### src/hot_swap_pkg.sv
// Shared constants and carrier types for the hot-swap status and configuration registers.
// Assumes one 50 MHz clock; all sense inputs already synchronous to it.
package hot_swap_pkg;

	// ----------------------------------------------------------------
	// Register indices
	// ----------------------------------------------------------------
	localparam logic [7:0] REG_RAIL12_LIMIT_PG_ORING_CFG = 8'h03;
	localparam logic [7:0] REG_RAIL12_FAULT_ENABLE_CFG = 8'h04;
	localparam logic [7:0] REG_LATCHED_CHANNEL_STATUS = 8'h07;
	localparam logic [7:0] REG_LATCHED_OVERCURRENT_STATUS = 8'h08;
	localparam logic [7:0] REG_LIVE_FET_STATUS = 8'h09;

	// ----------------------------------------------------------------
	// Reset values and field positions
	// ----------------------------------------------------------------
	localparam logic [7:0] LIMIT_PG_ORING_RESET = 8'hbf;
	localparam logic [7:0] FAULT_ENABLE_RESET = 8'h01;
	localparam int CL_LSB = 0;
	localparam int PG_LSB = 4;
	localparam int HP_BIT = 6;
	localparam int OR_BIT = 7;
	localparam int FT_LSB = 0;
	localparam int EN_BIT = 5;
	localparam int UV_BIT = 6;
	localparam int DS_BIT = 7;
	localparam int FLAG_LSB = 4;
	localparam int FLAG_WIDTH = 4;
	localparam int FET_BS_BIT = 3;
	localparam int FET_PS_BIT = 4;
	localparam int FET_IO_BIT = 5;
	localparam int FET_GS_BIT = 7;

	// ----------------------------------------------------------------
	// Timing and serial bus
	// ----------------------------------------------------------------
	localparam int CLK_PERIOD_NS = 20;
	localparam int FAULT_STEP_NS = 500000;
	localparam int FAULT_STEP_CYCLES = FAULT_STEP_NS / CLK_PERIOD_NS;
	localparam logic [3:0] BYTE_BITS = 4'h8;

	// ----------------------------------------------------------------
	// Types
	// ----------------------------------------------------------------
	typedef struct packed {
		logic hiPgAbove;
		logic loPgAbove;
		logic hiCurLimit;
		logic hiFastTrip;
		logic loCurLimit;
		logic loFastTrip;
		logic loFaultExpired;
		logic hiBelowBleed;
		logic hiOringForward;
		logic hiPassAboveOut;
		logic loInAboveOut;
		logic loGateOn;
	} sense_t;

	typedef struct packed {
		logic passDrive;
		logic blockingFetDrive;
		logic bleedConnect;
		logic positiveOring;
		logic [3:0] currentLimitCode;
		logic [1:0] pgThresholdCode;
	} drive_t;

	typedef enum logic [1:0] {
		RAIL_OFF = 2'h0,
		RAIL_WAIT = 2'h1,
		RAIL_ON = 2'h3,
		RAIL_FAULT = 2'h2
	} rail_state_t;

	typedef enum logic [2:0] {
		BUS_IDLE = 3'h0,
		BUS_ADDR = 3'h1,
		BUS_AACK = 3'h3,
		BUS_WR = 3'h2,
		BUS_WACK = 3'h6,
		BUS_RD = 3'h7,
		BUS_RACK = 3'h5
	} bus_state_t;

endpackage

### src/flag_latch_bank.sv
// Bank of sticky event flags cleared by a read strobe.
// Assumes event and clear inputs are synchronous one-cycle or level terms.
`timescale 1ns/10ps
module flag_latch_bank (
	// Clock and reset
	input wire logic ref_clk,
	input wire logic rst_n,
	// Events and clear
	input wire logic [hot_swap_pkg::FLAG_WIDTH-1:0] evt,
	input wire logic clearRead,
	// Flags
	output logic [hot_swap_pkg::FLAG_WIDTH-1:0] flags
);
	import hot_swap_pkg::*;

	typedef struct packed {
		logic [FLAG_WIDTH-1:0] flags;
	} bank_t;

	bank_t s_q;
	bank_t s_d;

	// ----------------------------------------------------------------
	// Latch
	// ----------------------------------------------------------------
	// An event landing on the clearing read stays set, so nothing is lost
	always_comb begin
		s_d = s_q;
		s_d.flags = evt | (s_q.flags & ~{FLAG_WIDTH{clearRead}});
	end

	always_ff @(posedge ref_clk or negedge rst_n) begin
		if (!rst_n) begin
			s_q <= '0;
		end else begin
			s_q <= s_d;
		end
	end

	assign flags = s_q.flags;
endmodule

### src/hot_swap_status_config_regs.sv
// Status and configuration registers of a dual-rail hot-swap controller, with serial target.
// Assumes sense inputs and bus pins are synchronous to ref_clk and the bus is far slower.
//
// Summary of operation
// - Channel status register is read-only; reading it clears its latched flags.
// - Bit 4 latches when the high rail output drops below power good.
// - Bit 5 latches when the high rail fault timer expires.
// - Bit 6 latches when the low rail output drops below power good.
// - Bit 7 latches when the low rail fault timer expires.
// - Overcurrent register is read-only; reading it clears its latched flags.
// - Overcurrent bit 4 latches on high rail current limit.
// - Overcurrent bit 5 latches on high rail fast trip.
// - Overcurrent bit 6 latches on low rail current limit.
// - Overcurrent bit 7 latches on low rail fast trip.
// - FET status is live; bit 4 low on pass gate up, bit 5 low on input above output.
// - FET status bit 3 mirrors the commanded blocking drive.
// - FET status bit 7 reads low while the low rail gate is driven on.
// - Four-bit current limit code, all ones for maximum, drives the limiter.
// - Two-bit power good threshold code, 11 highest, 00 lowest.
// - Positive ORing bit selects the positive turn-off threshold.
// - Clearing ORing allow holds the blocking drive low.
// - Five-bit fault time code sets the timer in half-millisecond steps.
// - Clearing master enable drives pass and blocking gates low.
// - Start-below-bleed holds off turn-on until output drops below bleed threshold.
// - Clearing the bleed bit disconnects the bleed resistor.
// - Fault time code resets to one, the shortest time.
`timescale 1ns/10ps
module hot_swap_status_config_regs #(
	parameter int FAULT_STEP_LEN = hot_swap_pkg::FAULT_STEP_CYCLES,
	parameter logic [3:0] DEV_ADDR_HI = 4'h5 // Arbitrary value
) (
	// Clock and reset
	input wire logic ref_clk,
	input wire logic rst_n,
	// Serial bus
	input wire logic sclIn,
	input wire logic sdaIn,
	output logic sdaOut,
	output logic sdaOe_n,
	input wire logic [2:0] addrStrap,
	// Analog side
	input wire hot_swap_pkg::sense_t sense,
	output hot_swap_pkg::drive_t drive
);
	import hot_swap_pkg::*;

	typedef struct packed {
		bus_state_t bus;
		logic [3:0] bitCnt;
		logic [7:0] shifter;
		logic rw;
		logic firstByte;
		logic ackd;
		logic [7:0] pointer;
		logic sclQ;
		logic sdaQ;
		logic [7:0] cfgA;
		logic [7:0] cfgB;
		rail_state_t rail;
		logic [14:0] prescale;
		logic [4:0] steps;
		logic hiPgQ;
		logic loPgQ;
		logic blocking_fet_drive;
	} state_t;

	state_t s_q;
	state_t s_d;
	logic clrChan;
	logic clrOc;
	logic evtFault;
	logic doLoad;
	logic [FLAG_WIDTH-1:0] chanEvt;
	logic [FLAG_WIDTH-1:0] ocEvt;
	logic [FLAG_WIDTH-1:0] chanFlags;
	logic [FLAG_WIDTH-1:0] ocFlags;
	logic sclRise;
	logic sclFall;
	logic startSeen;
	logic stopSeen;
	logic enable;
	logic [7:0] chanView;
	logic [7:0] fetView;

	// ----------------------------------------------------------------
	// Register read decode
	// ----------------------------------------------------------------
	function automatic logic [7:0] regRead(input logic [7:0] idx);
		logic [7:0] r;
		r = 8'h00;
		case (idx)
			REG_RAIL12_LIMIT_PG_ORING_CFG: r = s_q.cfgA;
			REG_RAIL12_FAULT_ENABLE_CFG: r = s_q.cfgB;
			REG_LATCHED_CHANNEL_STATUS: r[FLAG_LSB +: FLAG_WIDTH] = chanFlags;
			REG_LATCHED_OVERCURRENT_STATUS: r[FLAG_LSB +: FLAG_WIDTH] = ocFlags;
			REG_LIVE_FET_STATUS: begin
				r[FET_BS_BIT] = s_q.blocking_fet_drive;
				r[FET_PS_BIT] = ~sense.hiPassAboveOut;
				r[FET_IO_BIT] = ~sense.loInAboveOut;
				r[FET_GS_BIT] = ~sense.loGateOn;
			end
			default: r = 8'h00;
		endcase
		return r;
	endfunction

	// ----------------------------------------------------------------
	// Bus conditions
	// ----------------------------------------------------------------
	assign sclRise = sclIn && !s_q.sclQ;
	assign sclFall = !sclIn && s_q.sclQ;
	assign startSeen = sclIn && s_q.sclQ && s_q.sdaQ && !sdaIn;
	assign stopSeen = sclIn && s_q.sclQ && !s_q.sdaQ && sdaIn;
	assign enable = s_q.cfgB[EN_BIT];

	// ----------------------------------------------------------------
	// Event sources for the latched registers
	// ----------------------------------------------------------------
	// Power good loss is an above-to-below crossing, not a low level
	assign chanEvt = {sense.loFaultExpired,
		s_q.loPgQ && !sense.loPgAbove,
		evtFault,
		s_q.hiPgQ && !sense.hiPgAbove};
	assign ocEvt = {sense.loFastTrip,
		sense.loCurLimit,
		sense.hiFastTrip,
		sense.hiCurLimit};

	// ----------------------------------------------------------------
	// Next state
	// ----------------------------------------------------------------
	always_comb begin
		s_d = s_q;
		clrChan = 1'b0;
		clrOc = 1'b0;
		evtFault = 1'b0;
		doLoad = 1'b0;
		s_d.sclQ = sclIn;
		s_d.sdaQ = sdaIn;
		s_d.hiPgQ = sense.hiPgAbove;
		s_d.loPgQ = sense.loPgAbove;
		// Serial target: bits sampled on rising clock, line changed on falling
		if (startSeen) begin
			s_d.bus = BUS_ADDR;
			s_d.bitCnt = 4'h0;
			s_d.firstByte = 1'b1;
		end else if (stopSeen) begin
			s_d.bus = BUS_IDLE;
		end else if (sclRise) begin
			case (s_q.bus)
				BUS_ADDR, BUS_WR: begin
					s_d.shifter = {s_q.shifter[6:0], sdaIn};
					s_d.bitCnt = s_q.bitCnt + 4'h1;
				end
				BUS_RD: s_d.bitCnt = s_q.bitCnt + 4'h1;
				BUS_RACK: s_d.ackd = !sdaIn;
				default: ;
			endcase
		end else if (sclFall) begin
			case (s_q.bus)
				BUS_ADDR: begin
					if (s_q.bitCnt == BYTE_BITS) begin
						if (s_q.shifter[7:1] == {DEV_ADDR_HI, addrStrap}) begin
							s_d.bus = BUS_AACK;
							s_d.rw = s_q.shifter[0];
						end else begin
							s_d.bus = BUS_IDLE;
						end
					end
				end
				BUS_AACK: begin
					if (s_q.rw) begin
						doLoad = 1'b1;
					end else begin
						s_d.bus = BUS_WR;
						s_d.bitCnt = 4'h0;
					end
				end
				BUS_WR: begin
					if (s_q.bitCnt == BYTE_BITS) begin
						s_d.bus = BUS_WACK;
						if (s_q.firstByte) begin
							s_d.pointer = s_q.shifter;
							s_d.firstByte = 1'b0;
						end else begin
							// Status registers are read-only; writes to them vanish
							case (s_q.pointer)
								REG_RAIL12_LIMIT_PG_ORING_CFG: s_d.cfgA = s_q.shifter;
								REG_RAIL12_FAULT_ENABLE_CFG: s_d.cfgB = s_q.shifter;
								default: ;
							endcase
							s_d.pointer = s_q.pointer + 8'h01;
						end
					end
				end
				BUS_WACK: begin
					s_d.bus = BUS_WR;
					s_d.bitCnt = 4'h0;
				end
				BUS_RD: begin
					if (s_q.bitCnt == BYTE_BITS) begin
						s_d.bus = BUS_RACK;
					end else begin
						s_d.shifter = {s_q.shifter[6:0], 1'b0};
					end
				end
				BUS_RACK: begin
					if (s_q.ackd) begin
						doLoad = 1'b1;
					end else begin
						s_d.bus = BUS_IDLE;
					end
				end
				default: s_d.bus = BUS_IDLE;
			endcase
		end
		// Capturing a byte for transmit is the read that clears the flags
		if (doLoad) begin
			s_d.shifter = regRead(s_q.pointer);
			s_d.pointer = s_q.pointer + 8'h01;
			s_d.bus = BUS_RD;
			s_d.bitCnt = 4'h0;
			clrChan = (s_q.pointer == REG_LATCHED_CHANNEL_STATUS);
			clrOc = (s_q.pointer == REG_LATCHED_OVERCURRENT_STATUS);
		end
		// High rail fault timer: runs only while limiting in the on state
		if (s_q.rail == RAIL_ON && sense.hiCurLimit) begin
			if (s_q.prescale == 15'(FAULT_STEP_LEN - 1)) begin
				s_d.prescale = 15'h0000;
				s_d.steps = s_q.steps + 5'h01;
				if (s_d.steps >= s_q.cfgB[FT_LSB +: 5]) begin
					evtFault = 1'b1;
				end
			end else begin
				s_d.prescale = s_q.prescale + 15'h0001;
			end
		end else begin
			s_d.prescale = 15'h0000;
			s_d.steps = 5'h00;
		end
		// High rail sequencing
		case (s_q.rail)
			RAIL_OFF: begin
				if (enable) begin
					if (s_q.cfgB[UV_BIT] && !sense.hiBelowBleed) begin
						s_d.rail = RAIL_WAIT;
					end else begin
						s_d.rail = RAIL_ON;
					end
				end
			end
			RAIL_WAIT: begin
				if (!enable) begin
					s_d.rail = RAIL_OFF;
				end else if (sense.hiBelowBleed) begin
					s_d.rail = RAIL_ON;
				end
			end
			RAIL_ON: begin
				if (!enable) begin
					s_d.rail = RAIL_OFF;
				end else if (evtFault) begin
					s_d.rail = RAIL_FAULT;
				end
			end
			// A timed-out channel stays off until the enable is cycled
			RAIL_FAULT: begin
				if (!enable) begin
					s_d.rail = RAIL_OFF;
				end
			end
			default: s_d.rail = RAIL_OFF;
		endcase
		s_d.blocking_fet_drive = (s_d.rail == RAIL_ON) && enable && s_q.cfgA[OR_BIT]
			&& sense.hiOringForward;
	end

	always_ff @(posedge ref_clk or negedge rst_n) begin
		if (!rst_n) begin
			s_q <= '0;
			s_q.bus <= BUS_IDLE;
			s_q.rail <= RAIL_OFF;
			s_q.sclQ <= 1'b1;
			s_q.sdaQ <= 1'b1;
			s_q.cfgA <= LIMIT_PG_ORING_RESET;
			s_q.cfgB <= FAULT_ENABLE_RESET;
		end else begin
			s_q <= s_d;
		end
	end

	// ----------------------------------------------------------------
	// Latched flag banks
	// ----------------------------------------------------------------
	flag_latch_bank chanBank (
		.ref_clk(ref_clk),
		.rst_n(rst_n),
		.evt(chanEvt),
		.clearRead(clrChan),
		.flags(chanFlags)
	);

	flag_latch_bank ocBank (
		.ref_clk(ref_clk),
		.rst_n(rst_n),
		.evt(ocEvt),
		.clearRead(clrOc),
		.flags(ocFlags)
	);

	// ----------------------------------------------------------------
	// Outputs
	// ----------------------------------------------------------------
	// Open-drain data line: only ever pulled low
	assign sdaOut = 1'b0;
	assign sdaOe_n = !((s_q.bus == BUS_AACK) || (s_q.bus == BUS_WACK)
		|| (s_q.bus == BUS_RD && !s_q.shifter[7]));
	assign drive.passDrive = (s_q.rail == RAIL_ON);
	assign drive.blockingFetDrive = s_q.blocking_fet_drive;
	assign drive.bleedConnect = s_q.cfgB[DS_BIT];
	assign drive.positiveOring = s_q.cfgA[HP_BIT];
	assign drive.currentLimitCode = s_q.cfgA[CL_LSB +: 4];
	assign drive.pgThresholdCode = s_q.cfgA[PG_LSB +: 2];

	// ----------------------------------------------------------------
	// Checks
	// ----------------------------------------------------------------
	// Register images for the checks: a function called inside an assertion would
	// read post-edge values while its neighbours are sampled before the edge
	always_comb begin
		chanView = regRead(REG_LATCHED_CHANNEL_STATUS);
		fetView = regRead(REG_LIVE_FET_STATUS);
	end
endmodule

### config.mk
export PLATFORM = sky130hd
export DESIGN_NAME = hot_swap_status_config_regs
export DESIGN_NICKNAME = d
export VERILOG_FILES = /design/src/hot_swap_pkg.sv /design/src/flag_latch_bank.sv /design/src/hot_swap_status_config_regs.sv
export SDC_FILE = /design/constraint.sdc
export NUM_CORES = 1
export LEC_CHECK = 0
export BUFFER_PORTS_ARGS = -buffer_cell sky130_fd_sc_hd__buf_2
export CORE_ASPECT_RATIO = 0.9
export CORE_MARGIN = 4
export CORE_UTILIZATION = 65
export DETAILED_ROUTE_END_ITERATION = 12
export PLACE_DENSITY = 0.95
export REMOVE_ABC_BUFFERS = 1
export SYNTH_ARGS = -nofsm -noshare
export SYNTH_HDL_FRONTEND = slang
export SYNTH_HIERARCHICAL = 1
export SYNTH_SLANG_ARGS = --single-unit
### constraint.sdc
create_clock -name ref_clk -period 4.4 [get_ports ref_clk]
set_input_delay 0.66 -clock ref_clk [delete_from_list [all_inputs] [get_ports ref_clk]]
set_output_delay 0.66 -clock ref_clk [all_outputs]
set_load 0.02 [all_outputs]
* Yosys cells after proc, flatten, opt, wreduce, memory -nomap -nowiden
Cells that the tools add are included.
** Operators by class
- Divide/modulo/power cells :: 0
- Shift operators :: 0
- Add/sub/neg operators :: 4
- Equal/unequal tests :: 35
- Reductions and logical operators :: 49
- Mux-type cells :: 64
- Bitwise gates (word level) :: 13
- $mul :: 0
- Order comparisons :: 1
** Operators by type and width (number)
- 2-to-1 mux 8 bit :: 10
- 2-to-1 mux 15 bit :: 2
- inequality test 5 bit, second input constant :: 6
- 2-to-1 mux 23 bit :: 1
- 2-to-1 mux 20 bit :: 1
- 2-to-1 mux 1 bit :: 19
- 2-to-1 mux 2 bit :: 9
- 2-to-1 mux 3 bit :: 6
- case mux 3 bit (6 select lines) :: 1
- 2-to-1 mux 17 bit :: 1
- == test 8 x 3 -> 1 bit, second input constant :: 2
- == test 8 x 4 -> 1 bit, second input constant :: 2
- AND reduction 8 bit :: 2
- adder 15 x 1 -> 15 bit, second input constant :: 1
- == test 15 bit, second input constant :: 1
- logical AND 1 bit :: 15
- 2-to-1 mux 7 bit :: 2
- AND reduction 7 bit :: 2
- 2-to-1 mux 12 bit :: 1
- AND reduction 6 bit :: 2
- nonzero test 2 bit :: 6
- case mux 2 bit (5 select lines) :: 1
- AND reduction 5 bit :: 2
- == test 3 bit, second input constant :: 3
- other kinds (40) :: 68
** Storage, ports and cells
- Bits in latches :: 0
- Memories kept :: 0
- Register bits after elaboration :: 77
- Bits in writable memories :: 0
- Memory bits (read-only) :: 0
- Output and inout port bits :: 12

* Longest topological paths before layout
Gate-level depths: netlist (run 1).
- Depth in word-level cells :: 12
- Depth in mapped cells :: 8

* By module
The synthesis (run 1) kept the hierarchy.
** Modules (own cells, without submodules)
- hot_swap_status_config_regs :: sequential area each 1739.2 µm², instances 1, cells an instance 417, area each 4028.9 µm²
- flag_latch_bank :: sequential area each 100.1 µm², instances 2, cells an instance 9, area each 133.9 µm²

* Worst setup path before layout (run 1)
No wires, ideal clock.
- Path type :: input port to flip-flop
- From :: in sclIn
- To :: reg s_q (netlist bit drive[6])
- Stages :: 6
- Path buffers :: 2
- Data arrival time :: 1.972 ns
- Data required time :: 4.275 ns
- Path slack :: 2.303 ns
- Setup time :: 0.125 ns
- Path through :: clkbuf_1 > nor2b_1 > buf_2 > nand4_2 > nor4_4 > mux2_2
** Between the ends
- Word-level cells in the longest chain between the ends :: 5
- Elaborated cells on any way between the ends :: 12
- Those cells by class :: 3 x bitwise; 9 x reduce/logical
** Ends and longest elaborated chain
- start: declaration :: line hot_swap_status_config_regs.sv:36 : input wire logic sclIn,
- logical AND 1 bit :: line hot_swap_status_config_regs.sv:112, hot_swap_status_config_regs.sv:113
- logical AND 1 bit (on tied branches) (2 in series) :: line hot_swap_status_config_regs.sv:113, hot_swap_status_config_regs.sv:112
- inverter 1 bit (no line)
- AND reduction 8 bit (no line) *
- end: declaration :: line hot_swap_status_config_regs.sv:67 : state_t s_q;
Every way passes the cells marked *; elsewhere a longest branch is shown, timed or not.
A chain may end at the register's enable or synchronous reset.

* Worst setup path after layout (run 1)
- From :: reg s_q[42] (netlist name)
- To :: reg s_q[29] (netlist name)
** Between the ends
- Word-level cells in the longest chain between the ends :: 5
- Elaborated cells on any way between the ends :: 12
- Those cells by class :: 3 x bitwise; 9 x reduce/logical
** Ends and longest elaborated chain (line)
- logical AND 1 bit :: hot_swap_status_config_regs.sv:112, hot_swap_status_config_regs.sv:113
- logical AND 1 bit (on tied branches) (2 in series) :: hot_swap_status_config_regs.sv:113, hot_swap_status_config_regs.sv:112
- inverter 1 bit (no line)
- AND reduction 8 bit (no line) *
Marks and branches as above.

==> results of run 1 <==
## layout make-up
cell class / count / share of cell area, %
Tap cell: 87 / 2.34
Timing Repair Buffer: 29 / 3.17
Clock inverter: 5 / 2.31
Inverter: 25 / 2.02
Multi-Input combinational cell: 309 / 45.5
Sequential cell: 77 / 41.6
Clock buffer: 11 / 3.04
## cells by family after synthesis
| family | synth area share, % |
|---|---|
| flip-flops | 45.1 |
| AND/OR/NAND/NOR | 18.4 |
| AO/OA/AOI/OAI | 15.8 |
| XOR/XNOR | 4.69 |
| other | 0.0873 |
| adder cells (fa/ha/maj) | 3.49 |
| multiplexers | 6.79 |
| buffers and inverters | 5.56 |
## how the worst min path moves through the flow
stage,endpoint,depth (start not counted),slack (ns),start
2_1_floorplan,chanBank/flags[0]$_DFF_PN0_,0,0.36,rst_n
3_3_place_gp,s_q[8]$_DFF_PN0_,1,0.44,s_q[8]$_DFF_PN0_
3_5_place_dp,s_q[8]$_DFF_PN0_,1,0.45,s_q[8]$_DFF_PN0_
4_1_cts,s_q[1]$_DFF_PN0_,1,0.42,sense[10]
5_1_grt,s_q[1]$_DFF_PN0_,1,0.42,sense[10]
6_report,s_q[1]$_DFF_PN0_,1,0.42,sense[10]
## worst register-to-register path, cell delays in order, from the launching register on
cell,delay [ns]
dfstp_2,0.62
nor2b_1,0.56
nand4_2,0.27
nor2b_1,0.62
mux2_2,0.42
## placed cells by master (no fill, tap or decap), drive strengths merged, types with 5 or more instances in the layout
cell	netlist	layout
xnor2	17	17
clkbuf	3	11
mux2	17	17
and3	6	6
mux2i	10	10
nor2b	10	10
nand2	28	28
dfrtp	67	67
a22oi	5	5
o21ai	22	22
xor2	6	6
buf	21	29
a21o	11	11
a31oi	8	8
ha	12	12
o211ai	5	5
dfstp	10	10
and2	5	5
a2bb2oi	6	6
nand4	6	6
nor2	33	33
nand2b	7	7
nand3	21	21
nor3	9	9
a21oi	17	17
inv	25	25
## flip-flops by register name, summed over array words and instances (netlist names)
name and flops:
s_q 59, drive 9, chanBank/flags 4, ocBank/flags 4
enable 1
## cell usage after synthesis, types with 6 or more instances
| master | count |
|---|---|
| nor2_1 | 33 |
| nand3_1 | 21 |
| a31oi_1 | 8 |
| nand2_1 | 28 |
| a2bb2oi_1 | 6 |
| nand2b_1 | 7 |
| inv_1 | 23 |
| a21oi_1 | 17 |
| dfstp_2 | 10 |
| nor2b_1 | 10 |
| o21ai_0 | 20 |
| xor2_1 | 6 |
| mux2i_1 | 10 |
| nor3_1 | 8 |
| xnor2_1 | 17 |
| and3_1 | 6 |
| buf_2 | 8 |
| ha_1 | 12 |
| dfrtp_1 | 67 |
| buf_4 | 12 |
| mux2_2 | 17 |
| a21o_1 | 11 |
## per-layer routing
layer	vias up	global-route usage [%]	routed length (um)
met5	-	0	0
met4	0	8.40	231
met3	34	7.36	881
met2	185	42.6	4810
met1	1687	34.4	4050
li1	1580	-	-
## power breakdown
group,switching (mW),internal (mW)
logic,0.0752,0.0634
registers,0.0805,0.750
clock network,0.264,0.395
==> qor.csv, run 1 <==
stage;metric;value;unit
clocking;cts_buffers;9;
route;via_per_inst;6.42;
worst_setup_path;cp_slowest_cell;dfstp_2;
yosys;synth_edf_count;0;
clocking;clkLatencyLatePin;0.36;ns
worst_setup_path;slowest_delay;0.62;ns
power_and_ir_drop;leakagePower;1.97;nW
worst_setup_path;setup.worst_path.start;s_q[42]$_DFF_PN1_;
cells_and_area;area_growth;8.39;%
placement;place_congestion;1.00;
power_and_ir_drop;p_per_area;349;nW/um2
clocking;path_clk_slew;0.08;ns
flow_run;maxCapViolCount;0;
hold_path;min_path_type;in2reg;
global_route;gr-total-overflow;0;
yosys;synth_ff_type;dfrtp_1;
worst_setup_path;path_cells;nor2b_1 -> nand4_2 -> nor2b_1 -> mux2_2;
worst_setup_path;start_kind;flip-flop;
placement;dpl.hpwl;6870;um
clocking;ctsHoldBuffers;0;
clocking;clock-sinks;77;
yosys;synth_cells;435;
sta;clock.fmax;385;MHz
cells_and_area;drive_gt1_share;17.3;%
yosys;synthDominantCellAreaShare;39.0;%
yosys;yosysWarnings;6;
cells_and_area;seq_area;1940;um2
cells_and_area;final_cells;543;
clocking;cts_resized;0;
floorplan;die_x;93.7;um
worst_setup_path;r2r_setup_slack;1.80;ns
worst_setup_path;crit_path_max_fanout;9;
global_route;antenna_found_initial;0;
placement;io_buffers;29;
sta;drv_slew;0;
worst_setup_path;r2r-end;s_q[29]$_DFFE_PN0P_;
sta;worst_clock_skew;0.0104;ns
run_status;status;finished clean;
global_route;grt_util_all_layers;26.3;%
sta;tightest_slew;0.957;ns
clocking;cts_tree;yes;
sta;tns;0;ns
sta;slew_headroom;36.2;%
floorplan;chipHeight;85.1;um
route;drt_iter0_markers;376;
placement;place_area;4410;um2
worst_setup_path;path_depth;4;
floorplan;die_area;7980;um2
cells_and_area;multi_input_area;2120;um2
clocking;htreeDepth;3;
worst_setup_path;cp_data_required_time;4.64;ns
route;wl_per_cell;18.3;um
cells_and_area;final_net_count;482;
sta;hold_viol_final;0;
route;drc_errors;0;
worst_setup_path;crit_buf_inv;0;
route;drtPass1Iterations;6;
floorplan;fp.coreArea;6280;um2
worst_setup_path;worstPathArrival;2.83;ns
floorplan;rows;27;
global_route;grt_pass1_wl;16700;um
cells_and_area;final_util;74.1;%
cells_and_area;fin_area;4660;um2
clocking;cts_max_path_buffers;2;
sta;hold_slack;0.422;ns
placement;place_ws;1.72;ns
global_route;grt_pass1_vias;3424;
power_and_ir_drop;finalPower;1.63;mW
sta;grt_setup_unrepaired;false;
route;wl;9960;um
cells_and_area;antenna_cells;0;
worst_setup_path;r2r-start;s_q[42]$_DFF_PN1_;
yosys;yosysTopAreaCell;dfrtp_1;
power_and_ir_drop;irDropWorstVdd;0.190;mV
yosys;ys_seq_elements;77;
sta;worst_slack;1.80;ns
worst_setup_path;cpLargestDelayFamily;simple AND/OR/NAND/NOR gates;
yosys;async_reset_ff_share;100;%
placement;dp.cells;527;
worst_setup_path;r2r_cells;4;
worst_setup_path;path_common_cell;nor2b_1;
clocking;cts-root-buf;clkbuf_8;
worst_setup_path;worstSetupEndpoint;s_q[29]$_DFFE_PN0P_;
yosys;ys_types;62;
route;vias;3486;
yosys;syn_area;4300;um2
worst_setup_path;crit_path_end_kind;flip-flop;
cells_and_area;nFillCells;415;
floorplan;io_pins;31;
floorplan;initial_utilization;68.4;%
yosys;ys_seq_area_share;45.1;%
sta;final.min_clock_period;2.60;ns
yosys;syn_area_per_cell;9.88;um2
global_route;grt_max_degree;78;
route;ant_nets;0;
worst_setup_path;criticalPathCategory;reg2reg;
clocking;cts_setup_buffers;0;
sta;fin_crit_sh;59.0;%
sta;setup_viol;0;
yosys;synthTopCellsByArea;dfrtp_1 (39%), dfstp_2 (6.1%), mux2_2 (4.5%);
No activity file was read; power rests on OpenSTA's default activity.
==> inputs of run 2 (changes only) <==
Settings changed: ABC_AREA set to 1, CORE_UTILIZATION 65 to 61, PLACE_DENSITY 0.95 to 0.91.
Clock period 4.4 ns to 2.6 ns, I/O delays scaled along.
==> run 2 against run 1 <==
Against the previous run:
- final area grew 4.4%
- power increased by 46%
- synthesized cell count grew 34%
- largest cell class unchanged
- highest routed layer unchanged
==> qor.csv, run 2 <==
stage;metric;value;unit
worst_setup_path;r2r-end;s_q[29]$_DFFE_PN0P_;
route;wl;10200;um
route;wl_per_cell;14.6;um
worst_setup_path;criticalPathCategory;reg2reg;
yosys;ys_seq_area_share;42.6;%
yosys;synth.most_common_cell;nand2_1;
worst_setup_path;worstPathArrival;2.21;ns
worst_setup_path;path_cells;inv_1 -> ha_1 -> nand3_1 -> nor2_4 -> nand4_4 -> nand2_1 -> o21ai_2;
clocking;ctsHoldBuffers;0;
global_route;use_met2;37.0;%
clocking;clkLatencyLatePin;0.36;ns
worst_setup_path;start_kind;flip-flop;
power_and_ir_drop;leakagePower;2.43;nW
yosys;synth_edf_count;0;
cells_and_area;fin_area;4860;um2
yosys;synth_ff_type;dfrtp_1;
yosys;synthTopCellsByArea;dfrtp_1 (37%), nand2_1 (14%), inv_1 (5.9%);
floorplan;die_area;8900;um2
worst_setup_path;cp_data_required_time;2.84;ns
global_route;busiest_layer;met2;
sta;slew_headroom;36.4;%
power_and_ir_drop;irDropWorstVdd;0.286;mV
placement;place_congestion;0.915;
run_status;status;finished clean;
floorplan;io_pins;31;
placement;io_buffers;29;
clocking;cts_tree;yes;
cells_and_area;largest_reg_flops;59;
global_route;antenna_found_initial;0;
sta;hold_viol_final;0;
yosys;synth_fa_ha_area_share;3.30;%
worst_setup_path;r2r_setup_slack;0.63;ns
yosys;synth_cells;583;
placement;place_area;4670;um2
clocking;cts_buffers;9;
power_and_ir_drop;p_switching;0.640;mW
worst_setup_path;path_depth;7;
worst_setup_path;cp_slowest_cell;dfrtp_1;
clocking;htreeDepth;3;
yosys;synth_top_family_by_area;simple AND/OR/NAND/NOR gates;
power_and_ir_drop;p_int;1.73;mW
worst_setup_path;cpLargestDelayFamily;simple AND/OR/NAND/NOR gates;
yosys;synth_compound_area_share;11.3;%
yosys;ys_seq_elements;77;
clocking;cts_max_path_buffers;2;
sta;clock.fmax;508;MHz
yosys;synth_mux_area_share;0.248;%
route;drc_errors;0;
floorplan;die_x;99.0;um
power_and_ir_drop;seqPwrFrac;53.4;%
placement;dpl.hpwl;7310;um
route;vias;3966;
power_and_ir_drop;pwr-share-clk;38.5;%
sta;final.min_clock_period;1.97;ns
floorplan;rows;29;
sta;tightest_slew;0.953;ns
sta;drv_slew;0;
yosys;synth_commonest_cells;nand2_1 (171), inv_1 (71), dfrtp_1 (67);
route;drt_iter0_markers;384;
power_and_ir_drop;p_per_area;488;nW/um2
yosys;async_reset_ff_share;100;%
clocking;path_clk_slew;0.08;ns
cells_and_area;drive_gt1_share;17.5;%
sta;tns;0;ns
sta;fin_crit_sh;75.7;%
hold_path;min_path_type;in2reg;
global_route;grt_util_all_layers;24.2;%
worst_setup_path;crit_path_end_kind;flip-flop;
yosys;syn_area;4550;um2
cells_and_area;final_net_count;636;
flow_run;maxCapViolCount;0;
worst_setup_path;setup.worst_path.start;s_q[43]$_DFFE_PN0P_;
yosys;ys_types;39;
sta;grt_setup_unrepaired;false;
sta;worst_clock_skew;0.0113;ns
global_route;use_met1;34.3;%
yosys;yosysTopAreaCell;dfrtp_1;
yosys;synthXorXnorAreaFrac;2.70;%
clocking;clock-sinks;77;
worst_setup_path;r2r_cells;7;
worst_setup_path;crit_path_max_fanout;16;
cells_and_area;largest-register;s_q;
cells_and_area;area_growth;6.91;%
worst_setup_path;slowest_delay;0.43;ns
floorplan;initial_utilization;63.6;%
yosys;synthDominantCellAreaShare;36.9;%
floorplan;fp.coreArea;7150;um2
worst_setup_path;crit_buf_inv;1;
route;via_per_inst;5.64;
yosys;yosys.area_share.simple;29.9;%
clocking;cts_setup_buffers;0;
global_route;grt_pass1_vias;3752;
global_route;met3_usage;5.73;%
sta;setup_viol;0;
clocking;cts-root-buf;clkbuf_8;
global_route;grt_max_degree;78;
power_and_ir_drop;swShare;27.0;%
route;ant_nets;0;
power_and_ir_drop;combPwrFrac;8.1;%
worst_setup_path;r2r-start;s_q[43]$_DFFE_PN0P_;
worst_setup_path;worstSetupEndpoint;s_q[29]$_DFFE_PN0P_;
floorplan;chipHeight;89.9;um
yosys;yosysWarnings;6;
route;drtPass1Iterations;5;
global_route;grt_pass1_wl;17600;um
global_route;gr-total-overflow;0;
yosys;syn_area_per_cell;7.80;um2
clocking;cts_resized;0;
cells_and_area;final_common_cell;nand2_1;
cells_and_area;final_cell_mix;nand2_1 (171), inv_1 (71), dfrtp_1 (67), nor2_1 (52), nand3_1 (31);
cells_and_area;antenna_cells;0;
run 2: metal layers:
layer	routed length (um)	vias to the layer above
met5	0	-
met4	166	0
met3	889	22
met2	4680	172
met1	4520	1876
li1	-	1896
run 2: final cells by class:
| class | instances | area, um2 |
|---|---|---|
| clock buffers | 9 | 124 |
| multi-input cells | 408 | 2160 |
| inverters | 80 | 300 |
| repair buffers | 29 | 148 |
| fillers | 546 | 2290 |
| clock inverters | 7 | 72.6 |
| flip-flops and latches | 77 | 1940 |
| well taps | 93 | 116 |
run 2: power by group through the flow:
stage | clock network, mW | registers [mW] | logic (mW)
6_report | 0.912 | 1.27 | 0.192
2_1_floorplan | 0 | 1.28 | 0.123
3_5_place_dp | 0 | 1.29 | 0.189
3_3_place_gp | 0 | 1.29 | 0.180
4_1_cts | 0.925 | 1.26 | 0.192
5_1_grt | 0.984 | 1.27 | 0.218
run 2: worst min path at each step:
stage / startpoint / to / cells after the start / slack (ns)
final: sdaIn / s_q[41]$_DFF_PN1_ / 1 / 0.15
after CTS: sdaIn / s_q[41]$_DFF_PN1_ / 1 / 0.14
after global routing: sdaIn / s_q[41]$_DFF_PN1_ / 1 / 0.13
after detailed placement: s_q[8]$_DFF_PN0_ / s_q[8]$_DFF_PN0_ / 1 / 0.46
after floorplan: rst_n / chanBank/flags[0]$_DFF_PN0_ / 0 / 0.09
after global placement: s_q[8]$_DFF_PN0_ / s_q[8]$_DFF_PN0_ / 1 / 0.45
run 2: stage by stage:
| step | std cells | hold slack, ns | utilization [%] | setup WS [ns] | power, mW |
|---|---|---|---|---|---|
| detailed placement | 687 | 0.457 | 65.3 | 0.664 | 1.48 |
| global placement | 687 | 0.446 | 65.3 | 0.852 | 1.47 |
| global route | 703 | 0.130 | 68.0 | 0.459 | 2.47 |
| CTS | 703 | 0.138 | 68.0 | 0.641 | 2.38 |
| floorplan | 565 | 0.0944 | - | 0.907 | 1.40 |
| finish | 703 | 0.147 | 68.0 | 0.633 | 2.37 |
run 2: cells by family after synthesis:
family,count (synthesis)
XOR/XNOR,14
multiplexers,1
buffers and inverters,98
adder cells (fa/ha/maj),12
flip-flops,77
AND/OR/NAND/NOR,300
other,1
AO/OA/AOI/OAI,80
